`src/logic/port_pins_cfg.svh`:
```
`ifndef PORT_PINS_CFG_SVH
`define PORT_PINS_CFG_SVH

// register indices; the byte address on the bus is four times the index
`define S_PULL_ON_IDX 8'h0c
`define S_PULL_POLARITY_IDX 8'h0d
`define S_OPEN_DRAIN_IDX 8'h0e
`define M_DATA_IDX 8'h10
`define M_PIN_LEVEL_IDX 8'h11
`define M_DIRECTION_IDX 8'h12
`define M_DRIVE_IDX 8'h13
`define M_PULL_ON_IDX 8'h14

// reset values
`define S_PULL_ON_RST 8'h0f
`define S_PULL_POLARITY_RST 8'h00
`define S_OPEN_DRAIN_RST 8'h00
`define M_DATA_RST 8'h00
`define M_DIRECTION_RST 8'h00
`define M_DRIVE_RST 8'h00
`define M_PULL_ON_RST 8'h3f

// field positions of the peripheral-owned port m pins
`define M_RX_PIN 0
`define M_TX_PIN 1
`define M_SPI_LSB 2

// cycles from a direction change until reads reflect it
`define DIR_SETTLE_CYCLES 2

`endif

```
`src/logic/port_pins_pkg.sv`:
```
package port_pins_pkg;

    typedef logic [7:0] reg_byte_t;
    typedef logic [31:0] apb_word_t;

    typedef enum logic [2:0] {
        APB_IDLE = 3'b001,
        APB_SETUP = 3'b010,
        APB_ACCESS = 3'b100
    } apb_phase_t;

endpackage

```
`src/logic/port_pin_control.sv`:
```
// Local design decision: the APB register port.
`timescale 1ns/1ps
`include "port_pins_cfg.svh"
// What this block does
// port s polarity 0 selects pull-up, 1 pull-down, when enabled on input or wired-or
// port s open-drain bit 1 drives only low; 0 push-pull; inputs unaffected
// port m data read gives stored value for outputs, pin level for inputs
// port m pin-level register always returns pin levels; writes ignored
// port m direction bit 0 input, 1 output, unless a peripheral overrides
// enabled spi or can controller decides direction of its port m pins
// enabled transmit channel forces output, enabled receive channel forces input
// disabling an overriding channel returns direction to the direction bit
// reads may take up to 2 bus cycles to follow a direction change
// port m weak-drive bit 1 gives reduced strength; ignored on inputs
// port m pull-enable acts only on inputs or wired-or outputs
// port m pull devices come out of reset enabled as pull-ups
// spi pins of port m are governed by spi controller status inputs
// port s pull-enable 0 disables, 1 enables device chosen by polarity
// unimplemented upper bits read zero and ignore writes
module port_pin_control
#(
    parameter int M_WIDTH = 6,
    parameter int S_WIDTH = 4
) (
    input wire logic sys_clk,
    input wire logic reset_n,
    // apb slave
    input wire logic psel,
    input wire logic penable,
    input wire logic pwrite,
    input wire logic [7:0] paddr,
    input wire port_pins_pkg::apb_word_t pwdata,
    output port_pins_pkg::apb_word_t prdata,
    output logic pready,
    output logic pslverr,
    // port s: data and direction come from the rest of the port s logic
    input wire logic [S_WIDTH-1:0] s_out_value,
    input wire logic [S_WIDTH-1:0] s_out_dir,
    output logic [S_WIDTH-1:0] s_pin_o,
    output logic [S_WIDTH-1:0] s_pin_oe,
    output logic [S_WIDTH-1:0] s_pull_up_en,
    output logic [S_WIDTH-1:0] s_pull_dn_en,
    // port m pins
    input wire logic [M_WIDTH-1:0] m_pin_i,
    output logic [M_WIDTH-1:0] m_pin_o,
    output logic [M_WIDTH-1:0] m_pin_oe,
    output logic [M_WIDTH-1:0] m_weak_drive_out,
    output logic [M_WIDTH-1:0] m_pull_up_en,
    // spi controller on the m_spi_pins
    input wire logic spi_enable,
    input wire logic [3:0] spi_pin_dir,
    input wire logic [3:0] spi_pin_data,
    // can and sci channels on the two low port m pins
    input wire logic can_enable,
    input wire logic can_tx_data,
    input wire logic sci_tx_enable,
    input wire logic sci_rx_enable,
    input wire logic sci_tx_data
);
    import port_pins_pkg::*;
    // the pin map is fixed at six port m pins; port s fits one register byte
    if (M_WIDTH != 6 || S_WIDTH < 1 || S_WIDTH > 8) begin : g_bad_width
        $error("port_pin_control: unsupported port widths");
    end
    localparam reg_byte_t S_MASK = reg_byte_t'((1 << S_WIDTH) - 1);
    localparam reg_byte_t M_MASK = reg_byte_t'((1 << M_WIDTH) - 1);

    reg_byte_t s_pull_on_q, s_pull_on_d;
    reg_byte_t s_pull_polarity_q, s_pull_polarity_d;
    reg_byte_t s_open_drain_sel_q, s_open_drain_sel_d;
    reg_byte_t m_output_value_q, m_output_value_d;
    reg_byte_t m_direction_bits_q, m_direction_bits_d;
    reg_byte_t m_weak_drive_q, m_weak_drive_d;
    reg_byte_t m_pull_on_q, m_pull_on_d;

    apb_phase_t phase_q, phase_d;
    apb_word_t prdata_q, prdata_d;
    logic pready_q, pready_d;
    logic pslverr_q, pslverr_d;
    logic [5:0] reg_idx;
    logic addr_ok;
    logic wr_fire;
    reg_byte_t wbyte;
    reg_byte_t rd_value;

    // state for pins and reads
    logic [M_WIDTH-1:0] m_pin_sample_q;
    logic [M_WIDTH-1:0] m_dir_eff_q;
    logic [M_WIDTH-1:0] m_dir_eff;
    logic [M_WIDTH-1:0] m_drive_val;

    assign reg_idx = paddr[7:2];
    assign wbyte = pwdata[7:0];
    assign wr_fire = psel && penable && pready_q && pwrite && !pslverr_q;

    always_comb begin
        addr_ok = (paddr[1:0] == 2'b00);
        unique case ({2'b00, reg_idx})
            `S_PULL_ON_IDX, `S_PULL_POLARITY_IDX, `S_OPEN_DRAIN_IDX,
            `M_DATA_IDX, `M_PIN_LEVEL_IDX, `M_DIRECTION_IDX,
            `M_DRIVE_IDX, `M_PULL_ON_IDX: begin
            end
            default: begin
                addr_ok = 1'b0;
            end
        endcase
    end

    // read data multiplexer; reads use the registered direction and pin sample
    always_comb begin
        rd_value = 8'h00;
        unique case ({2'b00, reg_idx})
            `S_PULL_ON_IDX: begin
                rd_value = s_pull_on_q & S_MASK;
            end
            `S_PULL_POLARITY_IDX: begin
                rd_value = s_pull_polarity_q & S_MASK;
            end
            `S_OPEN_DRAIN_IDX: begin
                rd_value = s_open_drain_sel_q & S_MASK;
            end
            `M_DATA_IDX: begin
                rd_value = reg_byte_t'((m_dir_eff_q & m_output_value_q[M_WIDTH-1:0])
                    | (~m_dir_eff_q & m_pin_sample_q));
            end
            `M_PIN_LEVEL_IDX: begin
                rd_value = reg_byte_t'(m_pin_sample_q);
            end
            `M_DIRECTION_IDX: begin
                rd_value = m_direction_bits_q & M_MASK;
            end
            `M_DRIVE_IDX: begin
                rd_value = m_weak_drive_q & M_MASK;
            end
            `M_PULL_ON_IDX: begin
                rd_value = m_pull_on_q & M_MASK;
            end
            default: begin
                rd_value = 8'h00;
            end
        endcase
    end

    // setup cycle prepares the answer; access phase completes one cycle later
    always_comb begin
        phase_d = phase_q;
        prdata_d = prdata_q;
        pready_d = 1'b0;
        pslverr_d = 1'b0;
        unique case (phase_q)
            APB_IDLE, APB_ACCESS: begin
                if (psel && !penable) begin
                    phase_d = APB_SETUP;
                    pready_d = 1'b1;
                    pslverr_d = !addr_ok;
                    prdata_d = (addr_ok && !pwrite) ? {24'h000000, rd_value} : 32'h00000000;
                end else begin
                    phase_d = APB_IDLE;
                end
            end
            APB_SETUP: begin
                phase_d = APB_ACCESS;
                pslverr_d = pslverr_q;
            end
            default: begin
                phase_d = APB_IDLE;
            end
        endcase
    end

    always_ff @(posedge sys_clk or negedge reset_n) begin
        if (!reset_n) begin
            phase_q <= APB_IDLE;
            prdata_q <= 32'h00000000;
            pready_q <= 1'b0;
            pslverr_q <= 1'b0;
        end else begin
            phase_q <= phase_d;
            prdata_q <= prdata_d;
            pready_q <= pready_d;
            pslverr_q <= pslverr_d;
        end
    end

    assign prdata = prdata_q;
    assign pready = pready_q;
    assign pslverr = pslverr_q;

    // register writes; the pin-level register has no write path
    always_comb begin
        s_pull_on_d = s_pull_on_q;
        s_pull_polarity_d = s_pull_polarity_q;
        s_open_drain_sel_d = s_open_drain_sel_q;
        m_output_value_d = m_output_value_q;
        m_direction_bits_d = m_direction_bits_q;
        m_weak_drive_d = m_weak_drive_q;
        m_pull_on_d = m_pull_on_q;
        if (wr_fire) begin
            unique case ({2'b00, reg_idx})
                `S_PULL_ON_IDX: begin
                    s_pull_on_d = wbyte & S_MASK;
                end
                `S_PULL_POLARITY_IDX: begin
                    s_pull_polarity_d = wbyte & S_MASK;
                end
                `S_OPEN_DRAIN_IDX: begin
                    s_open_drain_sel_d = wbyte & S_MASK;
                end
                `M_DATA_IDX: begin
                    m_output_value_d = wbyte & M_MASK;
                end
                `M_DIRECTION_IDX: begin
                    m_direction_bits_d = wbyte & M_MASK;
                end
                `M_DRIVE_IDX: begin
                    m_weak_drive_d = wbyte & M_MASK;
                end
                `M_PULL_ON_IDX: begin
                    m_pull_on_d = wbyte & M_MASK;
                end
                default: begin
                end
            endcase
        end
    end

    always_ff @(posedge sys_clk or negedge reset_n) begin
        if (!reset_n) begin
            s_pull_on_q <= `S_PULL_ON_RST;
            s_pull_polarity_q <= `S_PULL_POLARITY_RST;
            s_open_drain_sel_q <= `S_OPEN_DRAIN_RST;
            m_output_value_q <= `M_DATA_RST;
            m_direction_bits_q <= `M_DIRECTION_RST;
            m_weak_drive_q <= `M_DRIVE_RST;
            m_pull_on_q <= `M_PULL_ON_RST;
        end else begin
            s_pull_on_q <= s_pull_on_d;
            s_pull_polarity_q <= s_pull_polarity_d;
            s_open_drain_sel_q <= s_open_drain_sel_d;
            m_output_value_q <= m_output_value_d;
            m_direction_bits_q <= m_direction_bits_d;
            m_weak_drive_q <= m_weak_drive_d;
            m_pull_on_q <= m_pull_on_d;
        end
    end

    // overrides are evaluated live, so a channel switched off hands back at once
    always_comb begin
        m_dir_eff = m_direction_bits_q[M_WIDTH-1:0];
        m_drive_val = m_output_value_q[M_WIDTH-1:0];
        if (spi_enable) begin
            m_dir_eff[`M_SPI_LSB +: 4] = spi_pin_dir;
            m_drive_val[`M_SPI_LSB +: 4] = spi_pin_data;
        end
        if (can_enable || sci_rx_enable) begin
            m_dir_eff[`M_RX_PIN] = 1'b0;
        end
        if (can_enable) begin
            m_dir_eff[`M_TX_PIN] = 1'b1;
            m_drive_val[`M_TX_PIN] = can_tx_data;
        end else if (sci_tx_enable) begin
            m_dir_eff[`M_TX_PIN] = 1'b1;
            m_drive_val[`M_TX_PIN] = sci_tx_data;
        end
    end

    // pin sample and direction each pass one flop; reads settle within two cycles
    always_ff @(posedge sys_clk or negedge reset_n) begin
        if (!reset_n) begin
            m_pin_sample_q <= '0;
            m_dir_eff_q <= '0;
        end else begin
            m_pin_sample_q <= m_pin_i;
            m_dir_eff_q <= m_dir_eff;
        end
    end

    logic [M_WIDTH-1:0] m_pin_o_q, m_pin_oe_q, m_weak_q, m_pull_up_q;
    logic [S_WIDTH-1:0] s_pin_o_q, s_pin_oe_q, s_pull_up_q, s_pull_dn_q;
    logic [M_WIDTH-1:0] m_pin_o_d, m_pin_oe_d, m_weak_d, m_pull_up_d;
    logic [S_WIDTH-1:0] s_pin_o_d, s_pin_oe_d, s_pull_up_d, s_pull_dn_d;

    genvar gi;
    generate
        for (gi = 0; gi < M_WIDTH; gi++) begin : g_m_pin
            always_comb begin
                m_pin_oe_d[gi] = m_dir_eff[gi];
                m_pin_o_d[gi] = m_drive_val[gi];
                m_weak_d[gi] = m_dir_eff[gi] & m_weak_drive_q[gi];
                // port m outputs are push-pull here, so pulls apply to inputs only
                m_pull_up_d[gi] = m_pull_on_q[gi] & ~m_dir_eff[gi];
            end
        end
        for (gi = 0; gi < S_WIDTH; gi++) begin : g_s_pin
            logic pull_active;
            always_comb begin
                // open-drain output never drives a high level
                s_pin_o_d[gi] = s_out_value[gi] & ~s_open_drain_sel_q[gi];
                s_pin_oe_d[gi] = s_out_dir[gi]
                    & ~(s_open_drain_sel_q[gi] & s_out_value[gi]);
                pull_active = s_pull_on_q[gi]
                    & (~s_out_dir[gi] | s_open_drain_sel_q[gi]);
                s_pull_up_d[gi] = pull_active & ~s_pull_polarity_q[gi];
                s_pull_dn_d[gi] = pull_active & s_pull_polarity_q[gi];
            end
        end
    endgenerate

    always_ff @(posedge sys_clk or negedge reset_n) begin
        if (!reset_n) begin
            m_pin_o_q <= '0;
            m_pin_oe_q <= '0;
            m_weak_q <= '0;
            m_pull_up_q <= '1;
            s_pin_o_q <= '0;
            s_pin_oe_q <= '0;
            s_pull_up_q <= '1;
            s_pull_dn_q <= '0;
        end else begin
            m_pin_o_q <= m_pin_o_d;
            m_pin_oe_q <= m_pin_oe_d;
            m_weak_q <= m_weak_d;
            m_pull_up_q <= m_pull_up_d;
            s_pin_o_q <= s_pin_o_d;
            s_pin_oe_q <= s_pin_oe_d;
            s_pull_up_q <= s_pull_up_d;
            s_pull_dn_q <= s_pull_dn_d;
        end
    end

    assign m_pin_o = m_pin_o_q;
    assign m_pin_oe = m_pin_oe_q;
    assign m_weak_drive_out = m_weak_q;
    assign m_pull_up_en = m_pull_up_q;
    assign s_pin_o = s_pin_o_q;
    assign s_pin_oe = s_pin_oe_q;
    assign s_pull_up_en = s_pull_up_q;
    assign s_pull_dn_en = s_pull_dn_q;

endmodule // port_pin_control

```
`config.mk`:
```
export PLATFORM = sky130hd
export DESIGN_NAME = port_pin_control
export DESIGN_NICKNAME = d
export VERILOG_FILES = /design/src/logic/port_pins_pkg.sv /design/src/logic/port_pin_control.sv
export VERILOG_INCLUDE_DIRS = /design/src /design/src/logic
export SDC_FILE = /design/constraint.sdc
export NUM_CORES = 1
export LEC_CHECK = 0
export BUFFER_PORTS_ARGS = -buffer_cell sky130_fd_sc_hd__buf_2
export CELL_PAD_IN_SITES_DETAIL_PLACEMENT = 1
export CELL_PAD_IN_SITES_GLOBAL_PLACEMENT = 2
export CORE_MARGIN = 3
export CORE_UTILIZATION = 31
export DETAILED_ROUTE_END_ITERATION = 8
export PLACE_DENSITY = 0.9
export SKIP_LAST_GASP = 1
export SLEW_MARGIN = 20
export SYNTH_ARGS = -nofsm -noshare
export SYNTH_HDL_FRONTEND = slang
export SYNTH_SLANG_ARGS = --single-unit
```
`constraint.sdc`:
```
create_clock -name sys_clk -period 1.9 [get_ports sys_clk]
set_clock_uncertainty 0.1 [all_clocks]
set_input_delay 0.285 -clock sys_clk [delete_from_list [all_inputs] [get_ports sys_clk]]
set_output_delay 0.285 -clock sys_clk [all_outputs]
set_load 0.03 [all_outputs]
```
# After elaboration in Yosys (flattened, before gate mapping)
# Index checks and enable logic that the tools add are counted.
[word_totals] regBits=119 out_inout_bits=74 input_bits=73
[op_classes] bitwise=66 reduce_logical=22 mux=16 eq_ne=11
[ops] op="$pmux 8 s8" count=1
[ops] op="$and 1x1->1" count=36
[ops] op="$eq 6x5->1 const B" count=5
[ops] op="$not 1->1" count=22
[ops] op="$eq 6x4->1 const B" count=3
[ops] op="$reduce_and 2->1" count=8
[ops] op="$mux 1" count=9
[ops] op="$and 8x6->8" count=1
[ops] op="$mux 4" count=2
[ops] op="$mux 8" count=1
[ops] op="$not 6->8" count=1
[ops] op="$or 6x8->8" count=1
[ops] op="$reduce_or 8->1" count=1
[ops] op="$and 6x6->6" count=1
[ops] op="$logic_and 1x1->1" count=6
[ops] op="$pmux 3 s2" count=1
[ops] op="$logic_not 1->1" count=4
[ops] op="$or 1x1->1" count=4
[ops] op="$eq 3x1->1 const B" count=1
[ops] op="$eq 3x2->1 const B" count=1
[ops] op="$eq 3x3->1 const B" count=1
[ops] op="$logic_not 2->1" count=1
[ops] op="$mux 2" count=1
[ops] op="$pmux 1 s2" count=1
[ops] op="other kinds (2)" count=2

# Logic depth before layout (Yosys ltp)
[logic_depth] depth_word=6 mapped_depth=7 ltp_nobuf=5

# Worst setup path before layout
# No wires, ideal clock.
[synth_path] path_type="register to register" startpoint="register phase_q[1] (netlist name)" endpoint="register m_weak_drive_q[0]" slack_ns=-0.041 path_buffers=0 stages_incl_launch_ff=6 period_less_slack_ns=1.941 t_required_ns=1.675 t_arrival_ns=1.717 path_cell_list="dfrtp_1 -> nand4_1 -> nor2_1 -> nand2_1 -> nor2_1 -> mux2_2"
[synth_rtl] item="to (signal assigned)" line_no="port_pin_control.sv:234" text="m_weak_drive_q <= `M_DRIVE_RST;"
[synth_rtl] item="to (signal assigned)" line_no="port_pin_control.sv:242" text="m_weak_drive_q <= m_weak_drive_d;"
[synth_rtl] item="to (decl)" line_no="port_pin_control.sv:73" text="reg_byte_t m_weak_drive_q, m_weak_drive_d;"

==> flow_metrics.env <==
export IMPL_status="complete, no violations"
export IMPL_drt_total_wl_um=10400
export IMPL_cts_sinks=92
export IMPL_fmax_mhz=555
export IMPL_drive_above_1_share=0.467
export IMPL_remaining_drc_errors=0
export IMPL_hold_viol_final=0
export IMPL_cp_slowest_cell="dfrtp_1"
export IMPL_cp_slowest_stage_delay_ps=380
export IMPL_maxCapViolCount=0
export IMPL_synthDistinctLibCells=38
export IMPL_synth_area_leaders="dfrtp_1 (45%), dfstp_2 (14%), mux2_2 (13%), buf_4 (4.9%), mux2i_1 (2.8%)"
export IMPL_leakagePower_nw=2.60
export IMPL_core_area_mm2=0.0123
export IMPL_wl_per_cell_um=16.5
export IMPL_rsz0062_at_grt="no"
export IMPL_hold_path_class="primary input to flip-flop"
export IMPL_drt_initial_drc_count=93
export IMPL_final_core_util=0.420
export IMPL_cp_common_cell="nor2_2"
export IMPL_cts_tree="done"
export IMPL_netlist_instances=321
export IMPL_fin_nets=528
export IMPL_cp_top_family="simple AND/OR/NAND/NOR gates"
export IMPL_cts_buffers=9
export IMPL_post_cts_repair_setup_buffers=0
export IMPL_worstSetupPathType="flip-flop to flip-flop"
export IMPL_cp_max_fo=4
export IMPL_root_buffer="clkbuf_16"
export IMPL_port_buffer_count=94
export IMPL_clk_latency_ps=340
export IMPL_io_pin_count=147
export IMPL_setup_viol=0
export IMPL_cts_max_path_buffers=2
export IMPL_grt_pass1_vias=3151
export IMPL_peakVddDrop_uv=400
export IMPL_ant_nets=0
export IMPL_total_power_mw=4.43
export IMPL_grt_usage=0.152
export IMPL_cp_arrival_ps=1930
export IMPL_async_flop_share=1.00
export IMPL_syn_avg_cell_area_um2=12.4
export IMPL_yosys_area_top_type="dfrtp_1"
export IMPL_die_area_mm2=0.0142
export IMPL_critical_path_buf_inv_count=1
export IMPL_num_vias=2856
export IMPL_crit_chain="nand4_1, nor2_2, nand2_1, nor2_2, buf_4, mux2_2"
export IMPL_report_final_slew_viol_count=0
export IMPL_cts_clk_slew_worst_paths_ps=60
export IMPL_synth_seq_cells=92
export IMPL_dp_hpwl_um=7990
export IMPL_startpoint_type="flip-flop"
export IMPL_num_antenna_cells=0
export IMPL_tns_ps=0
export IMPL_synth_ff_type="dfrtp_1"
export IMPL_area_growth_pct=29.9
export IMPL_yosysWarnings=0
export IMPL_final_cells=628
export IMPL_antenna_found_initial=0
export IMPL_min_period_ps=1800
export IMPL_grt_max_degree=41
export IMPL_via_per_inst=4.55
export IMPL_dieWidth_um=119
export IMPL_gp_congestion=0.849
export IMPL_row_count=40
export IMPL_yosys_area_top_type_share=0.448
export IMPL_gr_total_overflow=0
export IMPL_power_per_cell_area_mw_per_mm2=859
export IMPL_fp_dieH_um=119
export IMPL_fin_crit_sh=0.947
export IMPL_dp_cells=604
export IMPL_start_util=0.324
export IMPL_syn_cell_area_mm2=0.00397
export IMPL_grt_pass1_wl_um=16600
export IMPL_cp_end_kind="flip-flop"
export IMPL_cts_htree_levels=3
export IMPL_ys_seq_area_frac=0.587
export IMPL_synth_edf_count=0
export IMPL_required_ps=2030
export IMPL_first_pass_iters=4
[synthesized netlist by cell type (2+ instances only)]
master / n
mux2_2: 46
a21o_2: 2
o22a_1: 2
a21oi_1: 13
and3_1: 4
buf_6: 2
nand3_1: 3
buf_4: 26
dfstp_2: 21
nand2b_1: 7
buf_2: 2
mux2i_1: 11
a2111oi_0: 4
a32oi_1: 2
nor2b_1: 10
o21ai_0: 13
inv_1: 14
nor3_4: 2
and2_1: 6
nor3b_1: 2
dfrtp_1: 71
nand3b_1: 5
nand2_1: 16
nand4_1: 2
clkbuf_1: 2
nor2_1: 21
[per-stage QoR]
step	worst slack, ps	hold slack [ps]	cell area [µm²]
global placement	-126	161	4740
global route	27.4	8.47	5150
detailed placement	-139	172	4740
CTS	64.8	0.973	5150
floorplan	43.1	-111	4070
finish	99.8	18.7	5150
[final timing paths]
| path | start | end | slack [ps] | cells past startpoint |
|---|---|---|---|---|
| worst max-delay path | phase_q[1] | m_weak_drive_q[3] | 100 | 6 |
| max in group asynchronous | reset_n | m_pull_up_en[4] | 650 | 3 |
| worst min-delay path | s_out_value[0] | s_pin_oe[0] | 20 | 2 |
| worst min register to register | m_output_value_q[0] | m_pin_o[0] | 330 | 0 |
| min in group asynchronous | reset_n | s_pull_dn_en[1] | 340 | 2 |
| worst max register to register | phase_q[1] | m_weak_drive_q[3] | 100 | 6 |
[registers in the layout, indices dropped and copies added, names as in the netlist, 3 cells and up]
signal,cells
m_direction_bits_q,6
m_output_value_q,6
m_pin_o,6
m_pin_oe,6
m_pin_sample_q,6
m_pull_on_q,6
m_pull_up_en,6
m_weak_drive_out,6
m_weak_drive_q,6
prdata,6
s_open_drain_sel_q,4
s_pin_o,4
s_pin_oe,4
s_pull_dn_en,4
s_pull_on_q,4
s_pull_polarity_q,4
s_pull_up_en,4
phase_q,3
[power breakdown]
part           switching, mW  internal (mW)
combinational          0.272          0.131
clock                  0.741           1.26
sequential            0.0219           2.01
[kinds of logic after synthesis]
family | Yosys count | synth area share
AOI/OAI and AO/OA | 37 | 0.0564
xor gates and xnor gates | 1 | 0.00221
buffers and inverters | 47 | 0.0735
DFF | 92 | 0.587
muxes | 57 | 0.158
other | 1 | 0.000945
and+or+nand+nor | 86 | 0.122
[timing repair]
item                                    in CTS  in global routing
endpoints found under the setup margin       0                  5
hold buffers                                 8                  0
gates resized for setup                      0                  1
hold endpoints to repair                    31                  0
[area by class of cell]
cell class / count / area (µm²)
Clock buffer: 12 / 267
Multi-Input combinational cell: 207 / 1450
Timing Repair Buffer: 130 / 776
Clock inverter: 4 / 70.1
Tap cell: 168 / 210
Sequential cell: 92 / 2330
Fill cell: 1345 / 7110
Inverter: 15 / 56.3
[layer usage]
| layer | track usage | vias to the layer above | share of wire |
|---|---|---|---|
| met4 | 0.0601 | 0 | 0.014 |
| met2 | 0.265 | 87 | 0.52 |
| met1 | 0.178 | 1443 | 0.41 |
| met3 | 0.0413 | 11 | 0.052 |
| li1 | - | 1315 | - |
| met5 | 0 | - | 0 |
[placed cells by master, fill, tap and decap left out, types with 3 or more instances in the layout]
cell type,Yosys,final
nor2b_1,10,10
nand2b_1,7,7
buf_4,26,28
a2111oi_0,4,4
o21ai_0,13,13
buf_2,2,93
nand3b_1,5,5
clkbuf_8,0,3
and3_1,4,4
conb_1,1,26
clkbuf_16,0,9
mux2i_1,11,11
dfrtp_1,71,71
dfstp_2,21,21
dlygate4sd3_1,0,8
inv_1,14,14
nor2_1,21,19
mux2_2,46,46
nand2_1,16,16
nand3_1,3,3
a21oi_1,13,13
and2_1,6,6
(Power assumes the default switching activity.)
